[config.mk]
export PLATFORM = sky130hd
export DESIGN_NAME = twm_timer
export DESIGN_NICKNAME = d
export VERILOG_FILES = /design/src/core/twm_pkg.sv /design/src/core/twm_timer.sv
export VERILOG_INCLUDE_DIRS = /design/src /design/src/core
export SDC_FILE = /design/constraint.sdc
export NUM_CORES = 1
export LEC_CHECK = 0
export BUFFER_PORTS_ARGS = -buffer_cell sky130_fd_sc_hd__buf_2
export CAP_MARGIN = 20
export CORE_UTILIZATION = 34
export CTS_CLUSTER_SIZE = 12
export DETAILED_ROUTE_END_ITERATION = 10
export PLACE_DENSITY = 0.51
export SYNTH_ARGS = -nofsm -noshare
export SYNTH_HDL_FRONTEND = slang
export SYNTH_SLANG_ARGS = --single-unit
[constraint.sdc]
create_clock -name REF_CLK -period 4.2 [get_ports REF_CLK]
set_clock_uncertainty 0.15 [all_clocks]
set_input_delay 0.84 -clock REF_CLK [delete_from_list [all_inputs] [get_ports REF_CLK]]
set_output_delay 0.84 -clock REF_CLK [all_outputs]
set_load 0.01 [all_outputs]
[src/core/twm_params.svh]
`ifndef TWM_PARAMS_SVH
`define TWM_PARAMS_SVH

// register byte offsets
`define TWM_OFF_UNIT_EN     8'h00
`define TWM_OFF_PRESCALE    8'h04
`define TWM_OFF_MODE        8'h08
`define TWM_OFF_TRIGGER     8'h0c
`define TWM_OFF_ENABLE_STS  8'h10
`define TWM_OFF_CHAN_STS    8'h14
`define TWM_OFF_DATA        8'h18
`define TWM_OFF_COUNT       8'h1c
`define TWM_OFF_OUT_CTRL    8'h20

// unit enable register
`define TWM_UNIT_EN_BIT     0

// trigger register (write only, self clearing)
`define TWM_TRIG_START_BIT  0
`define TWM_TRIG_STOP_BIT   1
`define TWM_TRIG_HSTART_BIT 2

// enable status register
`define TWM_STS_EN_BIT      0
`define TWM_STS_HEN_BIT     1

// channel status register
`define TWM_OVF_BIT         0

// output control register
`define TWM_OUT_EN_BIT      0
`define TWM_OUT_MODE_BIT    1
`define TWM_OUT_LEVEL_BIT   2
`define TWM_OUT_VALUE_BIT   3
`define TWM_FILT_EN_BIT     4
`define TWM_OUT_CTRL_MASK   5'h1f

// mode register fields
`define TWM_MODE_CKS_HI     15
`define TWM_MODE_CKS_LO     14
`define TWM_MODE_BIT11      11
`define TWM_MODE_STS_HI     10
`define TWM_MODE_STS_LO     8
`define TWM_MODE_CIS_HI     7
`define TWM_MODE_CIS_LO     6
`define TWM_MODE_MD_HI      3
`define TWM_MODE_MD_LO      1
`define TWM_MODE_WMASK      16'hd7cf

// encodings
`define TWM_MD_CAPTURE_ONE  3'b110
`define TWM_MD_ONE_COUNT    3'b100
`define TWM_CIS_FALLING     2'b00
`define TWM_CIS_RISING      2'b01
`define TWM_CIS_LOW_WIDTH   2'b10
`define TWM_CIS_HIGH_WIDTH  2'b11

// counter limits and reset values
`define TWM_COUNT_ZERO      16'h0000
`define TWM_COUNT_FULL      16'hffff
`define TWM_PRESCALE_RESET  16'h0000
`define TWM_MODE_RESET      16'h0000
`define TWM_DATA_RESET      16'h0000
`define TWM_DEFAULT_CHANNEL 1

`endif

[src/core/twm_pkg.sv]
package twm_pkg;

    // channel sequencing
    typedef enum logic [2:0] {
        CH_STOPPED,
        CH_WAIT_START,
        CH_MEASURE,
        CH_WAIT_EDGE,
        CH_COUNT_DOWN
    } twm_state_t;

    // whole register state of the timer block
    typedef struct packed {
        logic        unit_en;
        logic [15:0] prescale;
        logic [15:0] mode;
        logic [4:0]  out_ctrl;
        logic [15:0] data;
        logic [15:0] count;
        logic        enable_sts;
        logic        hbyte_enable_sts;
        logic        overflow_flag;
        logic        ovf_seen;
        twm_state_t  state;
        logic [15:0] div_cnt;
        logic        pin_raw;
        logic        pin_filt;
        logic        pin_prev;
        logic        irq;
        logic        out_pin;
        logic        pready;
        logic        pslverr;
        logic [31:0] prdata;
    } twm_regs_t;

endpackage : twm_pkg

[src/core/twm_timer.sv]
// Added by the designer: the address map and the APB slave port.
`timescale 1ns/1ps
`include "twm_params.svh"

module twm_timer
    import twm_pkg::*;
#(
    parameter int CHANNEL = `TWM_DEFAULT_CHANNEL
) (
    // clock and reset
    input  wire logic        REF_CLK,
    input  wire logic        RST_N,
    // apb slave
    input  wire logic        PSEL,
    input  wire logic        PENABLE,
    input  wire logic        PWRITE,
    input  wire logic [7:0]  PADDR,
    input  wire logic [31:0] PWDATA,
    output logic      [31:0] PRDATA,
    output logic             PREADY,
    output logic             PSLVERR,
    // timer pins and event
    input  wire logic        TIMER_INPUT_PIN,
    output logic             CHANNEL_OUTPUT_PIN,
    output logic             CHANNEL_IRQ
);

    twm_regs_t s_reg;
    twm_regs_t s_next;

    // which meaning bit 11 has on this channel
    localparam logic IS_SPLIT_CH = (CHANNEL == 1) || (CHANNEL == 3);
    localparam logic IS_LEAD_CH  = (CHANNEL == 2) || (CHANNEL == 4) ||
                                   (CHANNEL == 6);

    // tick mask for a 4-bit rate select: fires every 2^sel cycles;
    // the slowest rate is one tick per 32768 cycles, since the select
    // field is four bits and the shared divider is sixteen bits wide
    function automatic logic [15:0] rate_mask(input logic [3:0] sel);
        rate_mask = 16'((16'h0001 << sel) - 16'h0001);
    endfunction : rate_mask

    // decoded bus request
    logic        access;
    logic        wr_go;
    logic        rd_go;
    logic        mapped;

    // mode fields and the selected count clock
    logic [2:0]  md;
    logic [1:0]  cis;
    logic [1:0]  cks;
    logic        split_on;
    logic [3:0]  tick_all;
    logic        tick;

    // input edges as seen at count ticks
    logic        pin_now;
    logic        start_edge;
    logic        capture_edge;
    logic        delay_edge;
    logic        rise;
    logic        fall;

    // software triggers and the masked mode write
    logic        start_trig;
    logic        stop_trig;
    logic        hstart_trig;
    logic [31:0] rd_val;
    logic [15:0] mode_wr;

    // a transfer is accepted on the edge at which the registered ready
    // is already high, so a write lands one cycle after the wait state;
    // read data is latched a cycle early so that it stands with ready
    always_comb begin
        access = PSEL && PENABLE;
        wr_go  = access && s_reg.pready && PWRITE;
        rd_go  = access && !s_reg.pready && !PWRITE;
    end

    // address decode, unmapped addresses answer with pslverr; only the
    // low bits of each word are used and the rest read as zero
    always_comb begin
        mapped = 1'b1;
        rd_val = 32'h0000_0000;
        if (PADDR == `TWM_OFF_UNIT_EN) begin
            rd_val[`TWM_UNIT_EN_BIT] = s_reg.unit_en;
        end else if (PADDR == `TWM_OFF_PRESCALE) begin
            rd_val[15:0] = s_reg.prescale;
        end else if (PADDR == `TWM_OFF_MODE) begin
            rd_val[15:0] = s_reg.mode;
        end else if (PADDR == `TWM_OFF_TRIGGER) begin
            rd_val = 32'h0000_0000; // trigger bits always read as zero
        end else if (PADDR == `TWM_OFF_ENABLE_STS) begin
            rd_val[`TWM_STS_EN_BIT]  = s_reg.enable_sts;
            rd_val[`TWM_STS_HEN_BIT] = s_reg.hbyte_enable_sts;
        end else if (PADDR == `TWM_OFF_CHAN_STS) begin
            rd_val[`TWM_OVF_BIT] = s_reg.overflow_flag;
        end else if (PADDR == `TWM_OFF_DATA) begin
            rd_val[15:0] = s_reg.data;
        end else if (PADDR == `TWM_OFF_COUNT) begin
            rd_val[15:0] = s_reg.count;
        end else if (PADDR == `TWM_OFF_OUT_CTRL) begin
            rd_val[4:0] = s_reg.out_ctrl;
        end else begin
            mapped = 1'b0;
        end
    end

    // mode fields and clock selection
    always_comb begin
        md       = s_reg.mode[`TWM_MODE_MD_HI:`TWM_MODE_MD_LO];
        cis      = s_reg.mode[`TWM_MODE_CIS_HI:`TWM_MODE_CIS_LO];
        split_on = IS_SPLIT_CH && s_reg.mode[`TWM_MODE_BIT11];
        cks      = s_reg.mode[`TWM_MODE_CKS_HI:`TWM_MODE_CKS_LO];
        if (!split_on) begin
            cks[0] = 1'b0; // only clocks a and b unless split
        end
        // a shared free-running divider keeps all four clocks in phase
        // and costs one counter instead of four; it stops while off
        for (int i = 0; i < 4; i++) begin
            tick_all[i] = s_reg.unit_en &&
                ((s_reg.div_cnt & rate_mask(s_reg.prescale[i*4 +: 4])) ==
                 rate_mask(s_reg.prescale[i*4 +: 4]));
        end
        // cks 00 a, 10 b, 01 c, 11 d
        tick = tick_all[{cks[0], cks[1]}];
    end

    // edge detection on the input, sampled only at ticks; a measured
    // width therefore carries an error of up to one count clock
    always_comb begin
        pin_now = s_reg.out_ctrl[`TWM_FILT_EN_BIT] ? s_reg.pin_filt
                                                   : s_reg.pin_raw;
        rise    = tick && pin_now && !s_reg.pin_prev;
        fall    = tick && !pin_now && s_reg.pin_prev;
        start_edge   = (cis == `TWM_CIS_HIGH_WIDTH) ? rise : fall;
        capture_edge = (cis == `TWM_CIS_HIGH_WIDTH) ? fall : rise;
        if (cis == `TWM_CIS_FALLING) begin
            delay_edge = fall;
        end else if (cis == `TWM_CIS_RISING) begin
            delay_edge = rise;
        end else begin
            delay_edge = rise || fall;
        end
    end

    // triggers only exist on the accepting edge of a trigger write;
    // nothing is stored, so the trigger register always reads zero
    always_comb begin
        start_trig  = wr_go && s_reg.unit_en &&
                      PADDR == `TWM_OFF_TRIGGER &&
                      PWDATA[`TWM_TRIG_START_BIT];
        stop_trig   = wr_go && s_reg.unit_en &&
                      PADDR == `TWM_OFF_TRIGGER &&
                      PWDATA[`TWM_TRIG_STOP_BIT];
        hstart_trig = wr_go && s_reg.unit_en &&
                      PADDR == `TWM_OFF_TRIGGER &&
                      PWDATA[`TWM_TRIG_HSTART_BIT];
        mode_wr = PWDATA[15:0] & `TWM_MODE_WMASK;
        if (!(IS_SPLIT_CH || IS_LEAD_CH)) begin
            mode_wr[`TWM_MODE_BIT11] = 1'b0;
        end else begin
            mode_wr[`TWM_MODE_BIT11] = PWDATA[`TWM_MODE_BIT11];
        end
    end

    // next-state logic for the whole block
    always_comb begin
        s_next     = s_reg;
        s_next.irq = 1'b0;

        // apb: one wait state, then answer for a single cycle; a master
        // that drops the request early simply gets no answer
        s_next.pready  = access && !s_reg.pready;
        s_next.pslverr = access && !s_reg.pready && !mapped;
        if (rd_go) begin
            s_next.prdata = mapped ? rd_val : 32'h0000_0000;
        end

        // input sampling; filter wants two equal samples in a row, so a
        // one-cycle glitch never reaches the edge detector, at the cost
        // of one more cycle of latency on both edges alike
        s_next.pin_raw = TIMER_INPUT_PIN;
        if (s_reg.pin_raw == TIMER_INPUT_PIN) begin
            s_next.pin_filt = s_reg.pin_raw;
        end
        if (tick) begin
            s_next.pin_prev = pin_now;
        end

        // prescaler runs only while the array is clocked; the wrap of the
        // sixteen-bit count lands on every tick boundary, so no rate skips
        s_next.div_cnt = 16'(s_reg.div_cnt + 16'h0001);

        // register writes, blocked while the array is off; writes to the
        // mode and output bits are not refused while running
        if (wr_go && mapped && s_reg.unit_en) begin
            if (PADDR == `TWM_OFF_PRESCALE) begin
                s_next.prescale = PWDATA[15:0];
            end else if (PADDR == `TWM_OFF_MODE) begin
                s_next.mode = mode_wr;
            end else if (PADDR == `TWM_OFF_DATA) begin
                s_next.data = PWDATA[15:0];
            end else if (PADDR == `TWM_OFF_OUT_CTRL) begin
                s_next.out_ctrl = PWDATA[4:0] & `TWM_OUT_CTRL_MASK;
            end
        end

        // channel sequencing
        case (s_reg.state)
            CH_STOPPED: begin
                // only the two built modes accept a start; others ignore it
                if (start_trig && md == `TWM_MD_CAPTURE_ONE) begin
                    s_next.enable_sts = 1'b1;
                    s_next.state      = CH_WAIT_START;
                end else if (start_trig && md == `TWM_MD_ONE_COUNT) begin
                    s_next.enable_sts = 1'b1;
                    s_next.state      = CH_WAIT_EDGE;
                end
            end
            CH_WAIT_START: begin
                // a start trigger while enabled is ignored here and in
                // the measuring state, so a running measure is kept
                if (start_edge) begin
                    s_next.count    = `TWM_COUNT_ZERO;
                    s_next.ovf_seen = 1'b0;
                    s_next.state    = CH_MEASURE;
                end
            end
            CH_MEASURE: begin
                // capture wins over a count tick in the same cycle; the
                // count then stops one above the captured value
                if (capture_edge) begin
                    s_next.data          = s_reg.count;
                    s_next.irq           = 1'b1;
                    s_next.overflow_flag = s_reg.ovf_seen;
                    s_next.count = 16'(s_reg.count + 16'h0001);
                    s_next.state = CH_WAIT_START;
                end else if (tick) begin
                    s_next.count = 16'(s_reg.count + 16'h0001);
                    if (s_reg.count == `TWM_COUNT_FULL) begin
                        s_next.ovf_seen = 1'b1;
                    end
                end
            end
            CH_WAIT_EDGE, CH_COUNT_DOWN: begin
                // a fresh trigger reloads; data is only read here
                // an edge during a count restarts it rather than queue it
                if (delay_edge || start_trig) begin
                    s_next.count = s_reg.data;
                    s_next.state = CH_COUNT_DOWN;
                end else if (s_reg.state == CH_COUNT_DOWN && tick) begin
                    if (s_reg.count == `TWM_COUNT_ZERO) begin
                        s_next.irq   = 1'b1;
                        s_next.state = CH_WAIT_EDGE; // hold zero
                    end else begin
                        s_next.count = 16'(s_reg.count - 16'h0001);
                    end
                end
            end
            default: begin
                s_next.state = CH_STOPPED;
            end
        endcase

        // high byte start on split channels only the status bit
        // exists here, as the 8-bit half timer itself is not built
        if (hstart_trig && split_on && md == `TWM_MD_ONE_COUNT) begin
            s_next.hbyte_enable_sts = 1'b1;
        end

        // stop keeps count and overflow flag as they are; it is applied
        // after the sequencer, so a write carrying start and stop
        // together leaves the channel stopped
        if (stop_trig) begin
            s_next.enable_sts       = 1'b0;
            s_next.hbyte_enable_sts = 1'b0;
            s_next.state            = CH_STOPPED;
        end

        // output pin follows only the software value bit; counting
        // never reaches it since output modes are not built here
        s_next.out_pin = s_reg.out_ctrl[`TWM_OUT_VALUE_BIT];

        // unit enable is always writable, even while the array is off,
        // since it is the only way back to a clocked array
        if (wr_go && PADDR == `TWM_OFF_UNIT_EN) begin
            s_next.unit_en = PWDATA[`TWM_UNIT_EN_BIT];
        end

        // array off: everything but the bus answer and the input sampling goes back
        // to reset; the bus answer is spared so transfers made while off, such as
        // the enabling write, still complete on the bus
        if (!s_reg.unit_en) begin
            s_next.prescale         = `TWM_PRESCALE_RESET;
            s_next.mode             = `TWM_MODE_RESET;
            s_next.out_ctrl         = 5'h00;
            s_next.data             = `TWM_DATA_RESET;
            s_next.count            = `TWM_COUNT_ZERO;
            s_next.enable_sts       = 1'b0;
            s_next.hbyte_enable_sts = 1'b0;
            s_next.overflow_flag    = 1'b0;
            s_next.ovf_seen         = 1'b0;
            s_next.state            = CH_STOPPED;
            s_next.div_cnt          = 16'h0000; // no clock while off
            // edge history follows the pin, so enabling the array with
            // the line already high shows no false rising edge
            s_next.pin_prev         = pin_now;
            s_next.irq              = 1'b0;
            s_next.out_pin          = 1'b0;
        end
        // the disabling write stops the channel at once, one cycle
        // before the rest of the state is cleared
        if (s_reg.unit_en && !s_next.unit_en) begin
            s_next.state      = CH_STOPPED;
            s_next.enable_sts = 1'b0;
        end
    end

    // single state register; reset gives the values that a cleared
    // unit enable forces, so both ways in leave the channel stopped
    always_ff @(posedge REF_CLK or negedge RST_N) begin
        if (!RST_N) begin
            s_reg <= '{
                state:   CH_STOPPED,
                prescale: `TWM_PRESCALE_RESET,
                mode:    `TWM_MODE_RESET,
                data:    `TWM_DATA_RESET,
                count:   `TWM_COUNT_ZERO,
                default: '0
            };
        end else begin
            s_reg <= s_next;
        end
    end

    // outputs straight from flip-flops; the interrupt is a one-cycle
    // pulse, so any consumer must take it on that same edge
    always_comb begin
        PRDATA             = s_reg.prdata;
        PREADY             = s_reg.pready;
        PSLVERR            = s_reg.pslverr;
        CHANNEL_IRQ        = s_reg.irq;
        CHANNEL_OUTPUT_PIN = s_reg.out_pin;
    end

endmodule : twm_timer

**Yosys cells after proc, flatten, opt, wreduce, memory -nomap -nowiden**

Index checks and enable logic that the tools add are counted.

- Register bits: 132
- Input port bits: 46
- Output and inout bits: 36
- Word-level logic and storage cells: 213

- Reduce and logical (&&, ||, !) cells: 49
- Shifts and indexed selects: 4
- Magnitude comparators: 1
- Add/subtract/negate cells: 7
- Bitwise logic cells: 4
- Mux-type cells: 79
- Eq/ne operators: 49

Operators by type and width:

| cell | number |
|---|---|
| two-way mux 16 bit | 15 |
| two-way mux 92 bit | 1 |
| subtractor 16 x 1 -> 16 bit, second input constant | 5 |
| bitwise AND 16 bit | 4 |
| == test 16 bit | 4 |
| << shifter 1 x 4 -> 16 bit, first input constant | 4 |
| two-way mux 53 bit | 1 |
| case mux 16 bit (3 select lines) | 1 |
| two-way mux 37 bit | 1 |
| two-way mux 1 bit | 34 |
| adder 16 x 1 -> 16 bit, second input constant | 2 |
| == test 8 x 5 -> 1 bit, second input constant | 4 |
| two-way mux 32 bit | 1 |
| two-way mux 15 bit | 2 |
| logical AND 1 bit | 28 |
| two-way mux 3 bit | 9 |
| two-way mux 21 bit | 1 |
| two-way mux 5 bit | 4 |
| AND reduction 5 bit | 4 |
| inequality test 6 bit, second input constant | 3 |
| == test 16 bit, second input constant | 1 |
| == test 8 x 4 -> 1 bit, second input constant | 2 |
| zero test 16 bit | 1 |
| two-way mux 14 bit | 1 |
| other kinds (31) | 60 |

**Logic depth before layout (Yosys ltp)**

- Depth after elaboration: 18
- Mapped depth: 18

**Least setup slack after synthesis**

Ideal clock, no wire load.

- Path kind: register to register
- Start point: reg s_reg[116] in the netlist's numbering
- End point: reg s_reg[88] in the netlist's numbering
- Required time: 3.900 ns
- Stages on the path, launching flop included: 16
- Setup time: 0.150 ns
- Clock period less this slack: 3.654 ns
- Data arrival time: 3.354 ns
- Setup slack: 0.546 ns
- Path through: dfrtp_1 -> clkbuf_1 -> nor3_1 -> nand2_1 -> ha_1 -> o22ai_1 -> or4_4 -> a2111oi_4 -> nand4_1 -> a32oi_2 -> buf_6 -> a21boi_2 -> nand2_2 -> clkbuf_2 -> nor2_1 -> a211oi_2

RTL lines:

| element | RTL line | text |
|---|---|---|
| from (decl) | twm_timer.sv:28 | `twm_regs_t s_reg;` |
| from (signal assigned) | twm_timer.sv:325 | `s_reg <= '{` |
| from (signal assigned) | twm_timer.sv:334 | `s_reg <= s_next;` |

**Worst setup path in the final report**

- Start point: reg s_reg[118] in the netlist's numbering
- End point: reg s_reg[70] in the netlist's numbering

- Longest elaborated chain between the ends: 16
- Elaborated cells between the ends (all ways): 27

RTL lines:

| element | RTL line | text |
|---|---|---|
| << shifter 1 x 4 -> 16 bit (*) | twm_timer.sv:40 | `rate_mask = 16'((16'h0001 << sel) - 16'h0001);` |
| subtractor 16 x 1 -> 16 bit (*) | twm_timer.sv:40 |  |
| bitwise AND 16 bit | twm_timer.sv:123 | `((s_reg.div_cnt & rate_mask(s_reg.prescale[i*4 +: 4])) ==` |
| == test 16 bit (*) | twm_timer.sv:123 |  |
| logical AND 1 bit (*) | twm_timer.sv:122 | `tick_all[i] = s_reg.unit_en &&` |
| binary-select mux 1 bit (select 2 bit) (*) | twm_timer.sv:127 | `tick = tick_all[{cks[0], cks[1]}];` |
| two-way mux 1 bit (not written as such) (*) | twm_timer.sv:127 |  |
| logical AND 1 bit, on equally long branches (2 in a row) | twm_timer.sv:135, twm_timer.sv:136 |  |
| logical OR 1 bit | twm_timer.sv:144 | `delay_edge = rise \|\| fall;` |
| two-way mux 1 bit | twm_timer.sv:141 | `` end else if (cis == `TWM_CIS_RISING) begin `` |
| two-way mux 1 bit | twm_timer.sv:139 | `` if (cis == `TWM_CIS_FALLING) begin `` |
| logical OR 1 bit | twm_timer.sv:250 | `if (delay_edge \|\| start_trig) begin` |
| two-way mux 16 bit | twm_timer.sv:250 |  |
| case mux 16 bit (3 select lines) | twm_timer.sv:211 | `case (s_reg.state)` |
| two-way mux 92 bit | twm_timer.sv:295 | `if (!s_reg.unit_en) begin` |

Mark *: on every way between the ends. The rest lies on a longest branch, timed or not. The select of a mux whose other input is x is not followed.
A chain may end at the register's enable or synchronous reset.

==> reports/metrics.csv <==
stage;metric;value;unit
worst_setup_path;path_class;reg2reg;
synth;async_flop_share;100;%
worst_setup_path;crit_fanout;13;
timing;slew_viol_final;0;
die;fp.coreArea;0.0234;mm2
global_routing;use_met3;2.96;%
timing;setup_viol;0;
die;die_h;156;um
placement;gp_congestion;0.860;
synth;synth_cells;973;
power_and_ir_drop;power_density;237;mW/mm2
finish;fillers;2475;
synth;yosys_warnings;0;
global_routing;grt_antenna_before_repair;0;
drt;routedWlPerCell;19.4;um
timing;max_freq;254;MHz
drt;finalWirelength;25.1;mm
clock_tree;htree_levels;3;
timing;hold_viol;0;
timing;rsz0062_at_grt;no;
finish;layout.nets;1024;
global_routing;grt_max_degree;67;
global_routing;grt_pass1_vias;7010;
synth;avgSynthCellArea;8.33;um2
drt;viasPerCell;5.61;
worst_setup_path;worst_setup_path_start_kind;flop;
timing;tns;0;ps
synth;ys_ff_latch;112;
power_and_ir_drop;p_leak;3.64;nW
clock_tree;cts_buffers;9;
die;placementRows;56;
status;status;completed;
finish;final_cells;1294;
global_routing;track_usage;21.5;%
synth;synth_edf_count;0;
drt;drc;0;
synth;netlist_area;0.00811;mm2
worst_setup_path;crit_required;4290;ps
timing;post-route-period-util;93.6;%
placement;dp.cells;1278;
timing;hold_ws;339;ps
synth;yosysUniqueCellTypes;88;
drt;dr_total_vias;7258;
global_routing;use_met2;35.1;%
clock_tree;clock-root-buffer;clkbuf_16;
synth;ys_seq_area_share;34.6;%
global_routing;top_usage_layer;met2;
clock_tree;clk_latency;360;ps
die;die_area;0.0245;mm2
clock_tree;clk_pin_slew_worst_paths;70;ps
power_and_ir_drop;peakVddDrop;0.000144;V
timing;relSlewSlack;34.2;%
clock_tree;numClockSinks;112;
placement;dp_hpwl;18.1;mm
worst_setup_path;critPathCaptureType;flop;
global_routing;grt_overflow;0;
die;initial_utilization;34.6;%
die;io_pins;82;
finish;largest_reg_flops;86;
finish;syn2layout_area_growth;9.20;%
clock_tree;tritoncts;built;
drt;drt_iter0_drc;562;
drt;first_pass_iters;5;
flow_run;drv_cap;0;
finish;antenna-diode-count;0;
worst_setup_path;worstPathArrival;4020;ps
timing;period_needed;3930;ps
global_routing;use_met1;29.0;%
drt;detail-route-antenna-nets;0;
synth;synth_ff_type;dfrtp_1;
worst_hold_path;worstHoldPathType;reg2reg;
clock_tree;cts_hold_buffers;0;
clock_tree;clock_path_buffers;2;
finish;drive_above_1_share;16.2;%
die;die_width;156;um
global_routing;grt_pass1_wl;40.7;mm
timing;worst_pin_slew;988;ps
placement;port_buffers;49;
-- worst max-delay path, stage by stage (launching register included) --
cell and delay, ps:
dfrtp_1 390, nor3_2 260, nand2_1 150, ha_1 300, o22ai_1 80, or4_4 500
a2111oi_4 320, nand4_1 180, a32oi_2 330, buf_12 180, a21o_1 200, buf_12 160
mux2_2 330, a22oi_1 170, o2bb2ai_1 80
-- where the power goes --
group | internal [W] | switching [W]
clock | 0.000482 | 0.000426
sequential | 0.00108 | 0.00000414
combinational | 0.0000271 | 0.0000724
-- kinds of logic after synthesis --
family | Yosys count | share of synthesized area (%)
adder cells (fa/ha/maj) | 9 | 1.36
multiplexers | 46 | 5.79
buffers and inverters | 140 | 8.91
AND/OR/NAND/NOR | 370 | 22.3
other | 1 | 0.0463
flip-flops | 112 | 34.6
XOR/XNOR | 21 | 2.27
AO/OA/AOI/OAI | 274 | 24.7
-- cells in the final DEF (no fill, tap or decap), types with 9 or more instances in the layout --
master and count:
a221oi_1 12, a21oi_1 54, a211oi_2 16, a31oi_1 11, xnor2_1 13, nand3_1 32
mux2i_1 39, clkbuf_16 9, buf_4 37, nor2_1 95, o22ai_1 10, nor4_1 10
o21ai_0 40, o21ai_1 21, and3_1 14, nand2_1 108, buf_2 48, conb_1 16
nor3_1 33, dfrtp_1 112, nand2b_1 9, or3_1 13, a22o_1 13, nand4_1 11
inv_1 20
-- what timing repair did --
item,in CTS,in global routing
endpoints found under the setup margin,0,18
setup buffers,0,0
resized for setup,0,5
-- layer usage --
layer / part of all wire [%] / up-vias
met5: 0 / -
met4: 2.6 / 0
met3: 4.5 / 35
met2: 48 / 178
met1: 45 / 3558
li1: - / 3487
-- synthesized netlist by cell type (all sizes together), types with 4 or more instances --
cell type  instances  share of area, %
o211ai             5              0.46
nor2              98               4.8
and2               9              0.69
dfrtp            112                35
and3              14               1.1
a211oi            20               2.8
buf               56               5.0
a2bb2oi            4              0.43
o31ai              4              0.37
ha                 8               1.2
o22ai             11               1.0
a22o              13               1.4
a21oi             58               3.7
nand3             32               2.0
mux2               7              0.97
nor4              10              0.77
a221oi            12               1.3
nor2b              5              0.39
a32oi              4              0.52
nand2b             9              0.69
a31oi             11              0.85
nor3b              4              0.51
mux2i             39               4.8
or3               15               1.3
nand2            109               5.1
nor4b              6              0.65
xnor2             13               1.4
nor3              35               2.2
a22oi              6              0.56
a311oi             5              0.54
nand4             11              0.85
o2bb2ai            8              0.86
a21o               8              0.74
xor2               8              0.86
clkbuf            62               2.9
o221ai             6              0.65
o21ai             61               3.8
inv               22               1.0
o21bai             4              0.51
-- path summary, 6_finish.rpt --
| check | from | end | slack, ps | depth (start not counted) |
|---|---|---|---|---|
| max in group asynchronous | RST_N | s_reg[43] | 2630 | 2 |
| worst min-delay path | PRDATA[12] | PRDATA[12] | 340 | 2 |
| worst min register to register | PRDATA[12] | PRDATA[12] | 340 | 2 |
| min in group asynchronous | RST_N | PRDATA[4] | 470 | 1 |
| worst max register to register | s_reg[118] | s_reg[70] | 270 | 14 |
| worst max-delay path | s_reg[118] | s_reg[70] | 270 | 14 |
-- cell type report --
cell class                      instances  area, um2  share of cell area (%)
Multi-Input combinational cell        736       4660                    52.7
Sequential cell                       112       2800                    31.7
Timing Repair Buffer                   89        598                    6.76
Tap cell                              319        399                    4.51
Clock buffer                           10        239                    2.70
Inverter                               22       82.6                   0.933
Clock inverter                          6       67.6                   0.763
-- metrics by stage --
step / utilization [%] / worst slack (ps) / power [W] / cell area, um2
2_1_floorplan: - / 546 / 0.00116 / 8160
3_3_place_gp: 36.4 / 163 / 0.00121 / 8530
3_5_place_dp: 36.4 / 149 / 0.00121 / 8530
4_1_cts: 37.8 / 103 / 0.00213 / 8840
5_1_grt: 37.8 / 17.4 / 0.00217 / 8850
6_report: 37.8 / 268 / 0.00209 / 8850
(Power assumes the default switching activity.)
